==> src/core/aswc_map.vh <==
// offsets, field positions, reset values and timing counts of the serial word block
`ifndef ASWC_MAP_VH
`define ASWC_MAP_VH

`define ASWC_ADDR_W          4
`define ASWC_OFF_MODE        4'h0
`define ASWC_OFF_CLOCK       4'h4
`define ASWC_OFF_STATUS      4'h8

`define ASWC_MODE_WL_LO      0
`define ASWC_MODE_WL_HI      1
`define ASWC_MODE_RXCRC      2
`define ASWC_MODE_CRCTYPE    3
`define ASWC_MODE_TIMEOUT    4
`define ASWC_MODE_RST        5'h01

`define ASWC_CLK_EN_LO       0
`define ASWC_CLK_EN_HI       2
`define ASWC_CLK_OSR_LO      4
`define ASWC_CLK_OSR_HI      6
`define ASWC_CLK_RST         7'h07

`define ASWC_WL_16           2'h0
`define ASWC_WL_24           2'h1
`define ASWC_WL_32_PAD       2'h2
`define ASWC_WL_32_SEXT      2'h3

`define ASWC_ST_CRCERR       12
`define ASWC_CMD_RESET       16'h0011
`define ASWC_RESP_RESET_OK   16'hff23
`define ASWC_CMD_REGISTER_WRITE_CMD_TOP    3'h3
`define ASWC_RESP_REGISTER_WRITE_CMD_TOP   3'h2
`define ASWC_CRC_SEED        16'hffff
`define ASWC_POLY_CCITT      16'h1021
`define ASWC_POLY_ANSI       16'h8005
`define ASWC_FRAME_WORDS     5
`define ASWC_OUT_CRC_WORD    4

`define ASWC_TIMEOUT_MCLK    32768
`define ASWC_OSR_BASE_MCLK   128

`endif

==> src/core/aswc_core.v <==
// serial frame engine: word formatting, frame check words, timeout, result clipping
`include "aswc_map.vh"

module aswc_core
#(
    parameter          RAW_W          = 26,
    parameter          TIMEOUT_CYCLES = `ASWC_TIMEOUT_MCLK,
    parameter          OSR_BASE       = `ASWC_OSR_BASE_MCLK
)
(
    input  wire                  clk,
    input  wire                  rstn,
    input  wire [3:0]            addr,
    input  wire [31:0]           wdata,
    input  wire                  wr,
    input  wire                  rd,
    output reg  [31:0]           rdata,
    input  wire                  cs_n,
    input  wire                  sclk,
    input  wire                  din,
    output reg                   dout,
    output reg                   dout_oe,
    output reg                   data_ready_n,
    input  wire [3*RAW_W-1:0]    ch_raw,
    output reg                   reg_wr_valid,
    output reg  [5:0]            reg_wr_addr,
    output reg  [15:0]           reg_wr_data,
    output reg                   dev_reset_pulse
);

    // configuration and status
    reg  [1:0]  word_length_sel;
    reg         rx_crc_en;
    reg         crc_ansi;
    reg         timeout_en;
    reg  [2:0]  ch_en;
    reg  [2:0]  oversampling_ratio;
    reg         crc_err_reg;
    reg  [2:0]  channel_ready_bits;
    wire [15:0] status_word;

    // pin synchronisers and filtered levels
    reg  [2:0]  cs_sync;
    reg  [2:0]  sclk_sync;
    reg  [2:0]  din_sync;
    reg         cs_lvl;
    reg         sclk_lvl;
    reg         din_lvl;
    wire        cs_chg;
    wire        sclk_chg;
    wire        sclk_rise;
    wire        sclk_fall;

    // frame state
    reg  [4:0]  rx_bit;
    reg  [7:0]  rx_word;
    reg  [30:0] rx_sh;
    reg  [15:0] rx_crc;
    reg  [15:0] cmd_reg;
    reg         crc_seen;
    reg         crc_bad;
    reg  [4:0]  tx_bit;
    reg  [7:0]  tx_word;
    reg  [15:0] tx_crc;
    reg  [15:0] resp_reg;
    reg         resp_status;
    reg  [15:0] tx_resp;
    reg         tx_resp_status;
    reg  [71:0] tx_data;
    reg         frame_act;
    reg  [15:0] to_cnt;
    wire [4:0]  mode_rst_val;
    wire [6:0]  clk_rst_val;

    // results
    reg  [71:0] res_reg;
    reg  [16:0] div_cnt;
    wire        sample_tick;
    wire [71:0] res_clip;

    wire [4:0]  wl_last;
    wire [31:0] rx_full;
    wire [15:0] rx_top;
    wire        cmd_register_write_cmd;
    wire [7:0]  crc_idx;
    wire [15:0] rx_crc_nx;
    wire [15:0] tx_crc_nx;
    wire        tx_bit_val;
    reg  [31:0] tx_fmt;
    reg  [23:0] ch_sel;
    wire        timeout_evt;
    wire        frame_end;
    wire        frame_load;
    wire        cmd_done;
    wire        crc_fail;

    assign status_word = {3'h0, crc_err_reg, 9'h000, channel_ready_bits};
    assign mode_rst_val = `ASWC_MODE_RST;
    assign clk_rst_val  = `ASWC_CLK_RST;

    // three-stage sync; a change counts when stages two and three agree
    assign cs_chg    = (cs_sync[1] == cs_sync[2]) && (cs_sync[2] != cs_lvl);
    assign sclk_chg  = (sclk_sync[1] == sclk_sync[2]) && (sclk_sync[2] != sclk_lvl);
    // cs high masks the clock entirely
    assign sclk_rise = sclk_chg && sclk_sync[2] && !cs_lvl;
    assign sclk_fall = sclk_chg && !sclk_sync[2] && !cs_lvl;

    assign wl_last = (word_length_sel == `ASWC_WL_16) ? 5'd15 :
                     (word_length_sel == `ASWC_WL_24) ? 5'd23 : 5'd31;

    // received word left aligned; meaningful 16 bits on top
    assign rx_full  = {rx_sh, din_lvl} << (5'd31 - wl_last);
    assign rx_top   = rx_full[31:16];
    assign cmd_register_write_cmd = (cmd_reg[15:13] == `ASWC_CMD_REGISTER_WRITE_CMD_TOP);
    assign crc_idx  = cmd_register_write_cmd ? ({1'b0, cmd_reg[6:0]} + 8'd2) : 8'd1;

    aswc_crc_step u_rx_crc
    (
        .crc_in    (rx_crc),
        .bit_in    (din_lvl),
        .poly_ansi (crc_ansi),
        .crc_out   (rx_crc_nx)
    );

    aswc_crc_step u_tx_crc
    (
        .crc_in    (tx_crc),
        .bit_in    (tx_bit_val),
        .poly_ansi (crc_ansi),
        .crc_out   (tx_crc_nx)
    );

    // output word formatting per word slot
    always @*
    begin
        ch_sel = 24'h000000;
        tx_fmt = 32'h00000000;
        case (tx_word)
            8'd1: ch_sel = tx_data[23:0];
            8'd2: ch_sel = tx_data[47:24];
            8'd3: ch_sel = tx_data[71:48];
            default: ch_sel = 24'h000000;
        endcase
        if (tx_word == 8'd0)
        begin
            tx_fmt = {tx_resp, 16'h0000};
        end
        else if (tx_word == `ASWC_OUT_CRC_WORD)
        begin
            tx_fmt = {tx_crc, 16'h0000};
        end
        else if (tx_word < `ASWC_OUT_CRC_WORD)
        begin
            case (word_length_sel)
                `ASWC_WL_16:      tx_fmt = {ch_sel[23:8], 16'h0000};
                `ASWC_WL_24:      tx_fmt = {ch_sel, 8'h00};
                `ASWC_WL_32_PAD:  tx_fmt = {ch_sel, 8'h00};
                `ASWC_WL_32_SEXT: tx_fmt = {{8{ch_sel[23]}}, ch_sel};
                default:          tx_fmt = {ch_sel, 8'h00};
            endcase
        end
    end
    assign tx_bit_val = tx_fmt[5'd31 - tx_bit];

    // timeout runs from the first clock edge of a frame
    assign timeout_evt = timeout_en && frame_act &&
                         (to_cnt == TIMEOUT_CYCLES[15:0] - 16'd1);
    assign frame_end   = (cs_chg && cs_sync[2] && frame_act) || timeout_evt;
    assign frame_load  = (cs_chg && !cs_sync[2]) || timeout_evt;
    assign cmd_done    = (rx_word != 8'd0);
    assign crc_fail    = rx_crc_en && crc_seen && crc_bad;

    // clip signed raw results to 24-bit codes
    genvar gi;
    generate
        for (gi = 0; gi < 3; gi = gi + 1)
        begin : g_clip
            wire signed [RAW_W-1:0] raw;
            assign raw = ch_raw[gi*RAW_W +: RAW_W];
            assign res_clip[gi*24 +: 24] =
                (raw > $signed(24'sh7fffff)) ? 24'h7fffff :
                (raw < $signed(25'sh1800000)) ? 24'h800000 : raw[23:0];
        end
    endgenerate

    assign sample_tick = (div_cnt == ((OSR_BASE[16:0] << oversampling_ratio) - 17'd1));

    always @(posedge clk)
    begin
        if (!rstn)
        begin
            cs_sync   <= 3'h7;
            sclk_sync <= 3'h0;
            din_sync  <= 3'h0;
            cs_lvl    <= 1'b1;
            sclk_lvl  <= 1'b0;
            din_lvl   <= 1'b0;
        end
        else
        begin
            cs_sync   <= {cs_sync[1:0], cs_n};
            sclk_sync <= {sclk_sync[1:0], sclk};
            din_sync  <= {din_sync[1:0], din};
            if (cs_chg)
                cs_lvl <= cs_sync[2];
            if (sclk_chg)
                sclk_lvl <= sclk_sync[2];
            if (din_sync[1] == din_sync[2])
                din_lvl <= din_sync[2];
        end
    end

    // conversion timing and result capture
    always @(posedge clk)
    begin
        if (!rstn || dev_reset_pulse)
        begin
            div_cnt <= 17'h00000;
            res_reg <= 72'h0;
        end
        else if (sample_tick)
        begin
            div_cnt <= 17'h00000;
            res_reg <= res_clip;
        end
        else
        begin
            div_cnt <= div_cnt + 17'd1;
        end
    end

    // serial frame engine
    always @(posedge clk)
    begin
        if (!rstn || dev_reset_pulse)
        begin
            rx_bit  <= 5'h00;
            rx_word <= 8'h00;
            rx_sh   <= 31'h0;
            rx_crc  <= `ASWC_CRC_SEED;
            cmd_reg <= 16'h0000;
            crc_seen <= 1'b0;
            crc_bad  <= 1'b0;
            tx_bit  <= 5'h00;
            tx_word <= 8'h00;
            tx_crc  <= `ASWC_CRC_SEED;
            tx_resp <= 16'h0000;
            tx_resp_status <= 1'b1;
            tx_data <= 72'h0;
            frame_act <= 1'b0;
            to_cnt  <= 16'h0000;
            dout    <= 1'b0;
            dout_oe <= 1'b0;
            reg_wr_valid <= 1'b0;
            reg_wr_addr  <= 6'h00;
            reg_wr_data  <= 16'h0000;
        end
        else
        begin
            reg_wr_valid <= 1'b0;
            dout_oe <= !cs_lvl;
            if (frame_act)
                to_cnt <= to_cnt + 16'd1;
            if (cs_lvl || frame_load)
            begin
                // frame state returns to its start
                rx_bit  <= 5'h00;
                rx_word <= 8'h00;
                rx_crc  <= `ASWC_CRC_SEED;
                tx_crc  <= `ASWC_CRC_SEED;
                tx_bit  <= 5'h00;
                tx_word <= 8'h00;
                crc_seen <= 1'b0;
                crc_bad  <= 1'b0;
                frame_act <= 1'b0;
                to_cnt  <= 16'h0000;
                cmd_reg <= 16'h0000;
                if (frame_load)
                begin
                    tx_resp <= resp_status ? status_word : resp_reg;
                    tx_resp_status <= resp_status;
                    tx_data <= res_reg;
                end
            end
            else
            begin
                if (sclk_rise)
                begin
                    frame_act <= 1'b1;
                    dout <= tx_bit_val;
                    if (tx_word < `ASWC_OUT_CRC_WORD)
                        tx_crc <= tx_crc_nx;
                    if (tx_bit == wl_last)
                    begin
                        tx_bit <= 5'h00;
                        if (tx_word != 8'hff)
                            tx_word <= tx_word + 8'd1;
                    end
                    else
                        tx_bit <= tx_bit + 5'd1;
                end
                if (sclk_fall)
                begin
                    frame_act <= 1'b1;
                    rx_sh <= {rx_sh[29:0], din_lvl};
                    if (!cmd_done || rx_word < crc_idx)
                        rx_crc <= rx_crc_nx;
                    if (rx_bit == wl_last)
                    begin
                        rx_bit <= 5'h00;
                        if (rx_word != 8'hff)
                            rx_word <= rx_word + 8'd1;
                        if (!cmd_done)
                            cmd_reg <= rx_top;
                        else if (rx_word == crc_idx)
                        begin
                            crc_seen <= 1'b1;
                            crc_bad  <= (rx_top != rx_crc);
                        end
                        else if (cmd_register_write_cmd && rx_word <= {1'b0, cmd_reg[6:0]} + 8'd1)
                        begin
                            // writes go out as they arrive, before any check
                            reg_wr_valid <= 1'b1;
                            reg_wr_addr  <= cmd_reg[12:7] + rx_word[5:0] - 6'd1;
                            reg_wr_data  <= rx_top;
                        end
                    end
                    else
                        rx_bit <= rx_bit + 5'd1;
                end
            end
        end
    end

    // command outcome at frame end; response goes out in the next frame
    always @(posedge clk)
    begin
        if (!rstn)
        begin
            resp_reg <= 16'h0000;
            resp_status <= 1'b1;
            dev_reset_pulse <= 1'b0;
        end
        else
        begin
            dev_reset_pulse <= 1'b0;
            if (frame_end)
            begin
                resp_status <= 1'b1;
                if (cmd_done && crc_fail)
                    resp_status <= 1'b1;
                else if (cmd_done && cmd_reg == `ASWC_CMD_RESET)
                begin
                    resp_status <= 1'b0;
                    if (rx_word >= `ASWC_FRAME_WORDS)
                    begin
                        resp_reg <= `ASWC_RESP_RESET_OK;
                        dev_reset_pulse <= 1'b1;
                    end
                    else
                        resp_reg <= `ASWC_CMD_RESET;
                end
                else if (cmd_done && cmd_register_write_cmd)
                begin
                    resp_status <= 1'b0;
                    resp_reg <= {`ASWC_RESP_REGISTER_WRITE_CMD_TOP, cmd_reg[12:0]};
                end
            end
        end
    end

    // configuration, flags and register port
    always @(posedge clk)
    begin
        if (!rstn || dev_reset_pulse)
        begin
            word_length_sel    <= mode_rst_val[1:0];
            rx_crc_en          <= 1'b0;
            crc_ansi           <= 1'b0;
            timeout_en         <= 1'b0;
            ch_en              <= clk_rst_val[2:0];
            oversampling_ratio <= 3'h0;
            crc_err_reg        <= 1'b0;
            channel_ready_bits <= 3'h0;
            data_ready_n       <= 1'b1;
            rdata              <= 32'h00000000;
        end
        else
        begin
            if (wr && addr == `ASWC_OFF_MODE)
            begin
                word_length_sel <= wdata[`ASWC_MODE_WL_HI:`ASWC_MODE_WL_LO];
                rx_crc_en       <= wdata[`ASWC_MODE_RXCRC];
                crc_ansi        <= wdata[`ASWC_MODE_CRCTYPE];
                timeout_en      <= wdata[`ASWC_MODE_TIMEOUT];
            end
            if (wr && addr == `ASWC_OFF_CLOCK)
            begin
                ch_en              <= wdata[`ASWC_CLK_EN_HI:`ASWC_CLK_EN_LO];
                oversampling_ratio <= wdata[`ASWC_CLK_OSR_HI:`ASWC_CLK_OSR_LO];
            end
            // set wins over clear on the same cycle
            crc_err_reg <= (frame_end && cmd_done && crc_fail) ||
                           (crc_err_reg && !(sclk_rise && tx_word == 8'd0 &&
                            tx_bit == wl_last && tx_resp_status));
            channel_ready_bits <= (sample_tick ? ch_en : 3'h0) |
                (channel_ready_bits & ~((sclk_rise && tx_bit == wl_last &&
                 tx_word >= 8'd1 && tx_word <= 8'd3) ?
                 (3'h1 << (tx_word[1:0] - 2'd1)) : 3'h0));
            data_ready_n <= !(|channel_ready_bits);
            rdata <= 32'h00000000;
            if (rd)
            begin
                case (addr)
                    `ASWC_OFF_MODE:   rdata <= {27'h0, timeout_en, crc_ansi, rx_crc_en,
                                                word_length_sel};
                    `ASWC_OFF_CLOCK:  rdata <= {25'h0, oversampling_ratio, 1'b0, ch_en};
                    `ASWC_OFF_STATUS: rdata <= {16'h0000, status_word};
                    default:          rdata <= 32'h00000000;
                endcase
            end
        end
    end

endmodule

==> src/core/aswc_crc_step.v <==
// one serial step of the 16-bit check word, msb first, no reflection
module aswc_crc_step
(
    input  wire [15:0] crc_in,
    input  wire        bit_in,
    input  wire        poly_ansi,
    output wire [15:0] crc_out
);
`include "aswc_map.vh"

    wire        fb;
    wire [15:0] poly;

    assign fb      = crc_in[15] ^ bit_in;
    assign poly    = poly_ansi ? `ASWC_POLY_ANSI : `ASWC_POLY_CCITT;
    assign crc_out = {crc_in[14:0], 1'b0} ^ (fb ? poly : 16'h0000);

endmodule

==> config.mk <==
export PLATFORM = sky130hd
export DESIGN_NAME = aswc_core
export DESIGN_NICKNAME = d
export VERILOG_FILES = /design/src/core/aswc_core.v /design/src/core/aswc_crc_step.v
export VERILOG_INCLUDE_DIRS = /design/src /design/src/core
export SDC_FILE = /design/constraint.sdc
export NUM_CORES = 1
export LEC_CHECK = 0
export BUFFER_PORTS_ARGS = -buffer_cell sky130_fd_sc_hd__buf_2
export CAP_MARGIN = 5
export CORE_MARGIN = 10
export CORE_UTILIZATION = 35
export DETAILED_ROUTE_END_ITERATION = 16
export GPL_ROUTABILITY_DRIVEN = 0
export MAX_ROUTING_LAYER = met4
export RECOVER_POWER = 50
export SYNTH_ARGS = -nofsm -noshare
export SYNTH_HDL_FRONTEND = slang
export SYNTH_SLANG_ARGS = --single-unit
==> constraint.sdc <==
create_clock -name clk -period 6.82 [get_ports clk]
set_input_delay 0.341 -clock clk [delete_from_list [all_inputs] [get_ports clk]]
set_output_delay 0.341 -clock clk [all_outputs]
set_load 0.005 [all_outputs]
======== After elaboration in Yosys (flattened, before gate mapping) ========
Index checks and enable logic that the tools add are counted.
operators by class
  reduce and logical (&&, ||, !) cells .... 65
  magnitude comparators ................... 13
  $add $sub $neg .......................... 14
  bitwise operators ....................... 17
  equality and inequality tests ........... 24
  mux-type cells .......................... 35
  shift operators ......................... 3
operators with widths
  cell                     number
  $mux W24                 6
  $mux W16                 7
  $mux W32                 3
  $pmux W32 S3             1
  $gt A26 B24 Y1 const B   3
  $lt A26 B24 Y1 const B   3
  $pmux W24 S3             1
  $pmux W13 S3             1
  $shl A32 B5 Y32          1
  $xor A16 B16 Y16         2
  $logic_and A1 B1 Y1      28
  $add A17 B1 Y17 const B  1
  $eq A17 B17 Y1           1
  $shl A8 B3 Y17 const A   1
  $sub A17 B1 Y17 const B  1
  $add A16 B1 Y16 const B  1
  $add A8 B1 Y8 const B    2
  $eq A16 B15 Y1 const B   1
  $eq A16 B5 Y1 const B    1
  $eq A8 B2 Y1 const B     2
  $ne A16 B16 Y1           1
  $ne A8 B8 Y1 const B     2
  $mux W5                  3
  $reduce_and A3 Y1        4
  50 further kinds         94
storage, ports and cells
  input bits .............................. 121
  bits in registers ....................... 405
  logic and storage cells ................. 212

======== Longest topological paths before layout ========
Gate-level depths: netlist of run 1.
  depth in word-level cells ............... 11
  gate-level depth with buffers ........... 14
  depth with buffers taken out ............ 13

======== By module ========
A second synthesis of run 1 with hierarchy kept.
unflattened totals
  cell total of the unflattened synthesis .. 2,069
  area total of the unflattened synthesis .. 17,379.2 um^2
by module, submodules not included
  module         area an instance (um^2)  instances  cells each
  aswc_core      17,086.4                 1          2,031
  aswc_crc_step  146.4                    2          19

======== Worst setup path after synthesis of run 1 ========
No wires, ideal clock.
  kind .................................... flip-flop to flip-flop
  start ................................... register tx_word[0]
  end ..................................... register tx_crc[12]
  setup time .............................. 0.122 ns
  period minus slack after synthesis ...... 3.187 ns
  stages on the path, launching flop included .. 14
  path slack .............................. 3.633 ns
  buffers on the path ..................... 2
  required time ........................... 6.698 ns
  arrival time ............................ 3.065 ns
  cells stage by stage .................... dfxtp_1 -> inv_1 -> ha_1 -> clkbuf_1 -> clkbuf_1 -> a222oi_1 -> a22oi_1 -> a311o_1 -> o22ai_1 -> nor3_1 -> o31a_1 -> nor4_2 -> nor4_1 -> o32a_1
on the way
  word-level cells in the longest chain between the ends .. 11
RTL lines
  item                                                 RTL line            text
  start: declaration                                   aswc_core.v:63      reg [7:0] tx_word;
  start signal: assignment                             aswc_core.v:297     tx_word <= tx_word + 8'd1;
  $eq A8 B2 Y1 / $eq A8 B1 Y1 (equally long branches)  aswc_core.v:138     case (tx_word)
  $pmux W24 S3                                         aswc_core.v:138
  $pmux W32 S3                                         aswc_core.v:154     case (word_length_sel)
  $mux W32                                             aswc_core.v:152     else if (tx_word < `ASWC_OUT_CRC_WORD)
  $mux W32                                             aswc_core.v:148     else if (tx_word == `ASWC_OUT_CRC_WORD)
  $mux W32                                             aswc_core.v:144     if (tx_word == 8'd0)
  $bmux W1 S5                                          aswc_core.v:163     assign tx_bit_val = tx_fmt[5'd31 - tx_bit];
  $mux W1 (not written as such)                        aswc_core.v:163
  $xor A1 B1 Y1                                        aswc_crc_step.v:14  assign fb = crc_in[15] ^ bit_in;
  $mux W16                                             aswc_crc_step.v:16  assign crc_out = {crc_in[14:0], 1'b0} ^ (fb ? poly : 16'h0000);
  $xor A16 B16 Y16                                     aswc_crc_step.v:16
  end signal: assignment                               aswc_core.v:246     tx_crc <= `ASWC_CRC_SEED;
  end signal: assignment                               aswc_core.v:270     tx_crc <= `ASWC_CRC_SEED;
  end signal: assignment                               aswc_core.v:292     tx_crc <= tx_crc_nx;
  end: declaration                                     aswc_core.v:64      reg [15:0] tx_crc;
Parallel ways exist; a longest one is shown, timed or not. The select of a mux whose other input is x is not followed.
A chain may end at the register's enable or synchronous reset.

======== Worst setup path in the final report of run 1 ========
  start ................................... register dev_reset_pulse
  end ..................................... register res_reg[60]
on the way
  word-level cells in the longest chain between the ends .. 1
RTL lines
  item                      RTL line         text
  start: declaration        aswc_core.v:28   output reg dev_reset_pulse
  start signal: assignment  aswc_core.v:342  dev_reset_pulse <= 1'b0;
  start signal: assignment  aswc_core.v:346  dev_reset_pulse <= 1'b0;
  start signal: assignment  aswc_core.v:358  dev_reset_pulse <= 1'b1;
  $logic_or A1 B1 Y1        aswc_core.v:216  if (!rstn || dev_reset_pulse)
  end signal: assignment    aswc_core.v:224  res_reg <= res_clip;
  end: declaration          aswc_core.v:76   reg [71:0] res_reg;
Every way passes these cells.

==> results.sh, run 1 <==
export IMPL_grt_pass1_vias=14100
export IMPL_hold_viol_final=0
export IMPL_totalWireLength_um=47700
export IMPL_die_width_um=241
export IMPL_clk_latency_ns=0.57
export IMPL_start_util_pct=35.2
export IMPL_grt_overflow_total=0
export IMPL_power_leakage_nw=7.16
export IMPL_netlist_instances=2097
export IMPL_ys_async_sr_fraction_pct=0
export IMPL_worst_ep_arrival_time_ns=4.84
export IMPL_routedWlPerCell_um=16.6
export IMPL_ys_ff_latch=379
export IMPL_drive_above_1_share_pct=9.63
export IMPL_rsz0062_at_grt="no"
export IMPL_post_route_period_util_pct=63.6
export IMPL_yosys_area_top_type="dfxtp_1"
export IMPL_slew_headroom_pct=-102
export IMPL_ir_worst_vdd_v=0.000178
export IMPL_finalNetCount=2337
export IMPL_cts_tree="done"
export IMPL_track_usage_pct=16.4
export IMPL_worst_r2r_cell_count=5
export IMPL_numCtsBuffers=41
export IMPL_synth_warnings=0
export IMPL_setup_viol=0
export IMPL_hp_class="input port to flip-flop"
export IMPL_dr_pass1_iters=6
export IMPL_worst_pin_slew_ns=3.03
export IMPL_crit_type="flip-flop to flip-flop"
export IMPL_coreArea_mm2=0.0487
export IMPL_drv_cap=3
export IMPL_clock_fmax_ghz=0.230
export IMPL_antenna_found_initial=0
export IMPL_synth_avg_cell_area_um2=8.19
export IMPL_yosysTopAreaCellShare_pct=44.2
export IMPL_cts_root_buffer="clkbuf_16"
export IMPL_grt_max_degree=93
export IMPL_cts_sinks=379
export IMPL_skew_ns=0.0253
export IMPL_rows=81
export IMPL_slew_viol_final=180
export IMPL_fin_setup_tns_ns=0
export IMPL_dp_hpwl_um=34000
export IMPL_whs_path_depth=3
export IMPL_seq_area_frac_synth_pct=44.2
export IMPL_first_iter_violations=1241
export IMPL_dpl_cell_area_mm2=0.0182
export IMPL_grt_first_pass_wirelength_um=75500
export IMPL_portBuffers=130
export IMPL_cp_end_kind="flip-flop"
export IMPL_clock_path_buffers=3
export IMPL_fin_crit_ns=4.34
export IMPL_synth_main_ff_cell="dfxtp_1"
export IMPL_violations="max-capacitance violations, max-slew violations"
export IMPL_fp_dieArea_mm2=0.0583
export IMPL_vias_per_cell=5.11
export IMPL_antenna_left=0
export IMPL_ys_types=74
export IMPL_pin_count=180
export IMPL_htreeDepth=2
export IMPL_area_growth_synth_to_final_pct=15.0
export IMPL_cp_required_ns=7.32
export IMPL_syn_area_mm2=0.0172
export IMPL_remaining_drc_errors=0
export IMPL_diodes=0
export IMPL_crit_path_start_kind="flip-flop"
export IMPL_chipHeight_um=241
export IMPL_synth_edf_count=0
export IMPL_critPathMaxFanout=70
export IMPL_outcome="complete, but fails checks"
export IMPL_power_density_mw_per_mm2=236
export IMPL_vias=14600
export IMPL_cts_clk_slew_worst_paths_ns=0.06
export IMPL_final_cell_area_mm2=0.0197
export IMPL_synth_top_cells_by_area="dfxtp_1, nand2_1, nor2_1"
[layout make-up]
type | count | area (um^2)
sequential | 379 | 7590
multi-input combinational | 1544 | 8850
tap | 664 | 831
timing repair buffer | 164 | 888
inverter | 41 | 154
clock inverter | 16 | 238
fill | 4937 | 29000
clock buffer | 58 | 1190
[power by group]
group	switching, mW	internal, mW	total, mW
logic	0.0735	0.0441	0.118
registers	0.00417	2.22	2.22
clock network	0.943	1.38	2.32
total	1.02	3.64	4.66
[metal layers]
layer | wire length, um | track usage [%]
met3 | 2860 | 3.05
met1 | 22200 | 21.3
met5 | 0 | -
met4 | 1100 | 4.13
met2 | 21500 | 25.9
[critical path, stage by stage, from the launching register on]
cell and delay (ns):
dfxtp_1 0.34, nand2b_1 1.05, nor2_4 0.34, clkbuf_1 2.14, nand2_1 0.16, o21ai_0 0.15
[Yosys cell counts (all sizes together) (30+ instances only)]
| cell type | instances |
|---|---|
| nand2 | 437 |
| dfxtp | 379 |
| nor2 | 235 |
| a21oi | 161 |
| o21ai | 115 |
| clkbuf | 108 |
| mux2i | 86 |
| xnor2 | 56 |
| nand3 | 49 |
| buf | 48 |
| ha | 44 |
| inv | 40 |
| nor3 | 32 |
| nand4 | 30 |
| xor2 | 30 |
[final timing paths]
check             startpoint           to  slack [ns]
min reg2reg       cs_sync[0]   cs_sync[1]        0.42
max          dev_reset_pulse  res_reg[60]        2.48
min               ch_raw[68]  res_reg[64]        0.02
max reg2reg  dev_reset_pulse  res_reg[60]        2.48
[timing repair]
| item | in CTS | in global routing |
|---|---|---|
| hold endpoints to repair | 15 | 0 |
| hold buffers | 15 | 0 |
| setup buffers | 0 | 0 |
| resized for setup | 0 | 0 |
[metrics by stage]
| stage | power [mW] | hold WS (ns) | setup WS (ns) | instances | util, % |
|---|---|---|---|---|---|
| floorplan | 2.34 | 0.386 | 3.63 | 2120 | - |
| global placement | 2.38 | 0.400 | 2.97 | 2777 | 37.4 |
| detailed placement | 2.38 | 0.403 | 2.83 | 2777 | 37.4 |
| CTS | 4.72 | 0.0000215 | 2.86 | 2866 | 40.6 |
| global route | 4.82 | 0.0171 | 1.95 | 2866 | 40.5 |
| finish | 4.66 | 0.0199 | 2.48 | 2866 | 40.5 |
[placed cells by master, fill, tap and decap left out, drive strengths merged, types with 10 or more instances in the layout]
cell         count
nand2          437
dfxtp          379
nor2           235
a21oi          161
o21ai          115
buf            115
clkbuf          92
mux2i           86
xnor2           56
nand3           49
ha              44
inv             41
nor3            32
nand4           30
xor2            30
conb            24
a211oi          19
and2            17
nor4            16
dlygate4sd3     15
and3            13
nor2b           13
nand3b          13
a22oi           11
o211ai          11
clkinv          11
nand2b          10
a21o            10
[cells by family (layout without fill, tap and decap cells)]
kind of cell / after synthesis / after routing / synth area share (%)
AO/OA/AOI/OAI: 400 / 400 / 14.1
other: 1 / 24 / 0.0218
XOR/XNOR: 86 / 86 / 4.39
flip-flops: 379 / 379 / 44.2
multiplexers: 96 / 96 / 6.26
adder cells (fa/ha/maj): 45 / 45 / 3.32
buffers and inverters: 197 / 279 / 4.95
AND/OR/NAND/NOR: 893 / 893 / 22.8
No activity file was read; power rests on OpenSTA's default activity.
==> run 2, diff against run 1 <==
clock period = 4.2 ns   (was 6.82 ns; I/O delays follow)
==> results.sh, run 2 (synthesis results as in run 1) <==
export IMPL_crit_path_start_kind="flip-flop"
export IMPL_grt_busiest_layer="met2"
export IMPL_slew_viol_final=134
export IMPL_numCtsBuffers=42
export IMPL_area_growth_synth_to_final_pct=19.2
export IMPL_vias=15000
export IMPL_clock_fmax_ghz=0.261
export IMPL_htreeDepth=2
export IMPL_crit_type="flip-flop to flip-flop"
export IMPL_cts_tree="done"
export IMPL_worst_r2r_cell_count=11
export IMPL_pin_count=180
export IMPL_final_common_cell="nand2_1"
export IMPL_rsz0062_at_grt="no"
export IMPL_worst_ep_arrival_time_ns=4.27
export IMPL_grt_pass1_vias=14400
export IMPL_most_common_layout_cells="nand2_1, dfxtp_1, nor2_1"
export IMPL_portBuffers=130
export IMPL_whs_path_depth=3
export IMPL_grt_overflow_total=0
export IMPL_hp_class="input port to flip-flop"
export IMPL_track_usage_pct=16.7
export IMPL_fillers=4850
export IMPL_clock_path_buffers=3
export IMPL_grt_first_pass_wirelength_um=76900
export IMPL_ir_worst_vdd_v=0.000303
export IMPL_final_cell_area_mm2=0.0205
export IMPL_grt_max_degree=93
export IMPL_grt_use_met1_pct=21.9
export IMPL_cts_sinks=379
export IMPL_cts_clk_slew_worst_paths_ns=0.06
export IMPL_cts_resized=0
export IMPL_die_width_um=241
export IMPL_setup_viol=0
export IMPL_rows=81
export IMPL_dr_pass1_iters=6
export IMPL_slew_headroom_pct=-36.6
export IMPL_worst_pin_slew_ns=2.05
export IMPL_dpl_cell_area_mm2=0.0183
export IMPL_cp_end_kind="flip-flop"
export IMPL_chipHeight_um=241
export IMPL_dp_cells=2787
export IMPL_finalNetCount=2418
export IMPL_cp_required_ns=4.63
export IMPL_hold_viol_final=0
export IMPL_remaining_drc_errors=0
export IMPL_dp_hpwl_um=34500
export IMPL_violations="max-capacitance violations, max-slew violations"
export IMPL_multi_input_area_mm2=0.00886
export IMPL_fp_dieArea_mm2=0.0583
export IMPL_clk_latency_ns=0.57
export IMPL_totalWireLength_um=48500
export IMPL_vias_per_cell=5.10
export IMPL_skew_ns=0.0305
export IMPL_met2_usage_pct=25.8
export IMPL_antenna_left=0
export IMPL_cts_root_buffer="clkbuf_16"
export IMPL_regArea_mm2=0.00759
export IMPL_power_density_mw_per_mm2=365
export IMPL_fin_crit_ns=3.84
export IMPL_routedWlPerCell_um=16.5
export IMPL_fin_setup_tns_ns=0
export IMPL_coreArea_mm2=0.0487
export IMPL_start_util_pct=35.2
export IMPL_instances_no_fill=2945
export IMPL_antenna_found_initial=0
export IMPL_drv_cap=2
export IMPL_outcome="complete, but fails checks"
export IMPL_globalRouteMet3Util_pct=2.96
export IMPL_drive_above_1_share_pct=9.52
export IMPL_power_leakage_nw=7.47
export IMPL_pre_cts_ws_ns=0.465
export IMPL_critPathMaxFanout=25
export IMPL_post_route_period_util_pct=91.3
export IMPL_setup_ws_ns=0.364
export IMPL_first_iter_violations=1428
run 2: cell count changes in the layout (fill, tap and decap cells not counted), sizes merged:
cell         before  now
dlygate4sd3      15   85
clkbuf           92   96
diode             0    2
inv              41   40
bufinv            4    3
buf             115  120
run 2: critical path, stage by stage (launching register included):
cell      delay [ns]
dfxtp_1         0.43
inv_1           0.13
ha_1            0.53
a222oi_1        0.53
mux2i_1         0.16
a311o_1         0.40
a21oi_1         0.17
nor3_1          0.08
o31a_1          0.16
nor4_2          0.63
nor4_1          0.12
o32a_1          0.35
run 2: timing repair:
item                                   4_1_cts  5_1_grt
setup buffers                                0        0
hold buffers                                85        0
endpoints found under the hold margin       92        0
run 2: power by group:
group / internal [mW] / switching (mW)
Sequential: 3.60 / 0.00692
Combinational: 0.115 / 0.130
Clock: 2.14 / 1.48
run 2: final timing paths:
path                                  from          to  slack [ns]
worst max-delay path            tx_word[0]  tx_crc[12]        0.36
worst min-delay path                    rd    rdata[3]        0.04
worst max register to register  tx_word[0]  tx_crc[12]        0.36
worst min register to register  cs_sync[0]  cs_sync[1]        0.43
run 2: cell type report:
cell class                      count  share of cell area (%)
Multi-Input combinational cell   1544                    43.3
Timing Repair Buffer              244                    8.18
Clock inverter                     14                   0.887
Antenna cell                        2                  0.0245
Inverter                           41                   0.752
Tap cell                          664                    4.06
Sequential cell                   379                    37.1
Clock buffer                       57                    5.71
run 2: through the flow:
| stage | power, mW | util (%) | hold WS [ns] |
|---|---|---|---|
| floorplan | 3.80 | - | 0.283 |
| global placement | 3.87 | 37.6 | 0.397 |
| detailed placement | 3.87 | 37.6 | 0.396 |
| CTS | 7.56 | 42.1 | 0.0297 |
| global route | 7.73 | 42.0 | 0.0487 |
| finish | 7.47 | 42.0 | 0.0417 |
run 2: metal layers:
metal  wire (um)  vias up
met2       22000      433
met4        1200        0
met5           0        -
met1       22500     7043
met3        2710      103
li1            -     7447
==> run 3, diff against run 2 <==
clock period = 3.07 ns   (was 4.2 ns; I/O delays follow)
==> results.sh, run 3 (synthesis results as in run 1) <==
export IMPL_diodes=0
export IMPL_path_buf_inv=4
export IMPL_power_density_mw_per_mm2=484
export IMPL_fillers=4731
export IMPL_violations="max-capacitance violations, max-slew violations, negative setup slack"
export IMPL_clock_fmax_ghz=0.313
export IMPL_start_util_pct=35.2
export IMPL_worst_ep_arrival_time_ns=3.64
export IMPL_grt_pass1_vias=14900
export IMPL_vias_per_cell=5.06
export IMPL_power_leakage_nw=8.12
export IMPL_slew_viol_final=149
export IMPL_critPathCapture="tx_crc[12]"
export IMPL_cp_end_kind="flip-flop"
export IMPL_fin_crit_ns=3.19
export IMPL_finalNetCount=2520
export IMPL_cp_required_ns=3.52
export IMPL_routedWlPerCell_um=16.4
export IMPL_cpLargestDelayFamily="compound AO/OA/AOI/OAI gates"
export IMPL_clk_latency_ns=0.58
export IMPL_drive_above_1_share_pct=15.7
export IMPL_cpMostUsedCell="buf_4"
export IMPL_worst_pin_slew_ns=1.76
export IMPL_antenna_found_initial=0
export IMPL_cp_cell_sequence="inv_4, ha_4, buf_8, a222oi_1, buf_4, nor3_2, a211oi_2, o21ai_1, a311oi_2, buf_4, or4_4, a31oi_4, o31a_1, o32a_1"
export IMPL_drv_cap=1
export IMPL_vias=15400
export IMPL_cp_slowest_stage_delay_ns=0.39
export IMPL_cts_clk_slew_worst_paths_ns=0.06
export IMPL_numCtsBuffers=42
export IMPL_portBuffers=130
export IMPL_skew_ns=0.0356
export IMPL_remaining_drc_errors=0
export IMPL_totalWireLength_um=49900
export IMPL_critPathMaxFanout=7
export IMPL_worst_r2r_cell_count=14
export IMPL_setup_ws_ns=-0.124
export IMPL_cts_tree="done"
export IMPL_coreArea_mm2=0.0487
export IMPL_rsz0062_at_grt="yes"
export IMPL_dp_hpwl_um=35900
export IMPL_slew_headroom_pct=-17.3
export IMPL_grt_max_degree=149
export IMPL_hp_class="input port to flip-flop"
export IMPL_crit_start="tx_word[1]"
export IMPL_fp_dieArea_mm2=0.0583
export IMPL_area_growth_synth_to_final_pct=26.4
export IMPL_r2r_end="tx_crc[12]"
export IMPL_die_width_um=241
export IMPL_pre_cts_ws_ns=-0.400
export IMPL_post_route_period_util_pct=104
export IMPL_crit_slowest_cell="dfxtp_4"
export IMPL_most_common_layout_cells="nand2_1, dfxtp_1, nor2_1"
export IMPL_crit_path_start_kind="flip-flop"
export IMPL_chipHeight_um=241
export IMPL_outcome="complete, but fails checks"
export IMPL_cts_sinks=379
export IMPL_first_iter_violations=1395
export IMPL_path_depth=14
export IMPL_htreeDepth=2
export IMPL_setup_viol=5
export IMPL_hold_viol_final=0
export IMPL_clock_path_buffers=3
export IMPL_ir_worst_vdd_v=0.000342
export IMPL_grt_overflow_total=0
export IMPL_grt_first_pass_wirelength_um=79300
export IMPL_rows=81
export IMPL_track_usage_pct=17.2
export IMPL_reg2reg_from="tx_word[1]"
export IMPL_pin_count=180
export IMPL_final_common_cell="nand2_1"
export IMPL_crit_type="flip-flop to flip-flop"
export IMPL_p_total_mw=10.5
export IMPL_antenna_left=0
export IMPL_cts_root_buffer="clkbuf_16"
export IMPL_reg2reg_slack_ns=-0.12
export IMPL_dr_pass1_iters=5
run 3: cell type report:
type	instances	area, um^2	area share (%)
sequential	379	7600	35.0
clock inverter	21	270	1.24
multi-input combinational	1544	9180	42.3
clock buffer	53	1160	5.36
timing repair buffer	346	2510	11.6
inverter	41	156	0.720
tap	664	831	3.83
run 3: worst min path at each step:
stage | from | to | slack, ns | cells after the start
floorplan | rstn | cs_sync[0] | 0.23 | 1
detailed placement | cs_n | cs_sync[0] | 0.35 | 2
global placement | cs_n | cs_sync[0] | 0.34 | 2
global route | rd | rdata[12] | 0.08 | 3
finish | rd | rdata[1] | 0.06 | 3
CTS | rd | rdata[12] | 0.03 | 3
run 3: tightest hold or removal path, stage by stage:
cell and delay, ns:
buf_2 0.11, nand3_1 0.18, nor2_1 0.10
run 3: metal layers:
layer | wire length [um] | global-route usage [%] | part of all wire (%)
met1 | 23000 | 22.6 | 46
met3 | 2830 | 2.49 | 5.7
met4 | 1300 | 5.39 | 2.6
met2 | 22800 | 26.9 | 46
met5 | 0 | - | 0
run 3: stage by stage:
step | setup TNS, ns | utilization [%] | hold WS (ns) | instance area [um^2] | instances
final | -0.481 | 44.5 | 0.0557 | 21700 | 3048
after detailed placement | -1.84 | 39.1 | 0.347 | 19100 | 2874
after CTS | -0.00849 | 44.3 | 0.0334 | 21600 | 3040
after global placement | -0.880 | 39.1 | 0.342 | 19100 | 2874
after global routing | -7.91 | 44.5 | 0.0776 | 21700 | 3048
after floorplan | 0 | - | 0.227 | 17300 | 2120
run 3: power by group:
group / total [mW] / leakage (nW) / switching (mW) / internal [mW]
registers: 4.94 / 3.06 / 0.00910 / 4.93
clock network: 5.22 / 0.709 / 2.10 / 3.12
logic: 0.345 / 4.35 / 0.179 / 0.166
run 3: repair_timing:
action	4_1_cts	5_1_grt
gates resized for setup	42	33
endpoints found under the setup margin	6	19
setup buffers	4	8
hold buffers	88	0
pin swaps	21	29
endpoints found under the hold margin	97	0
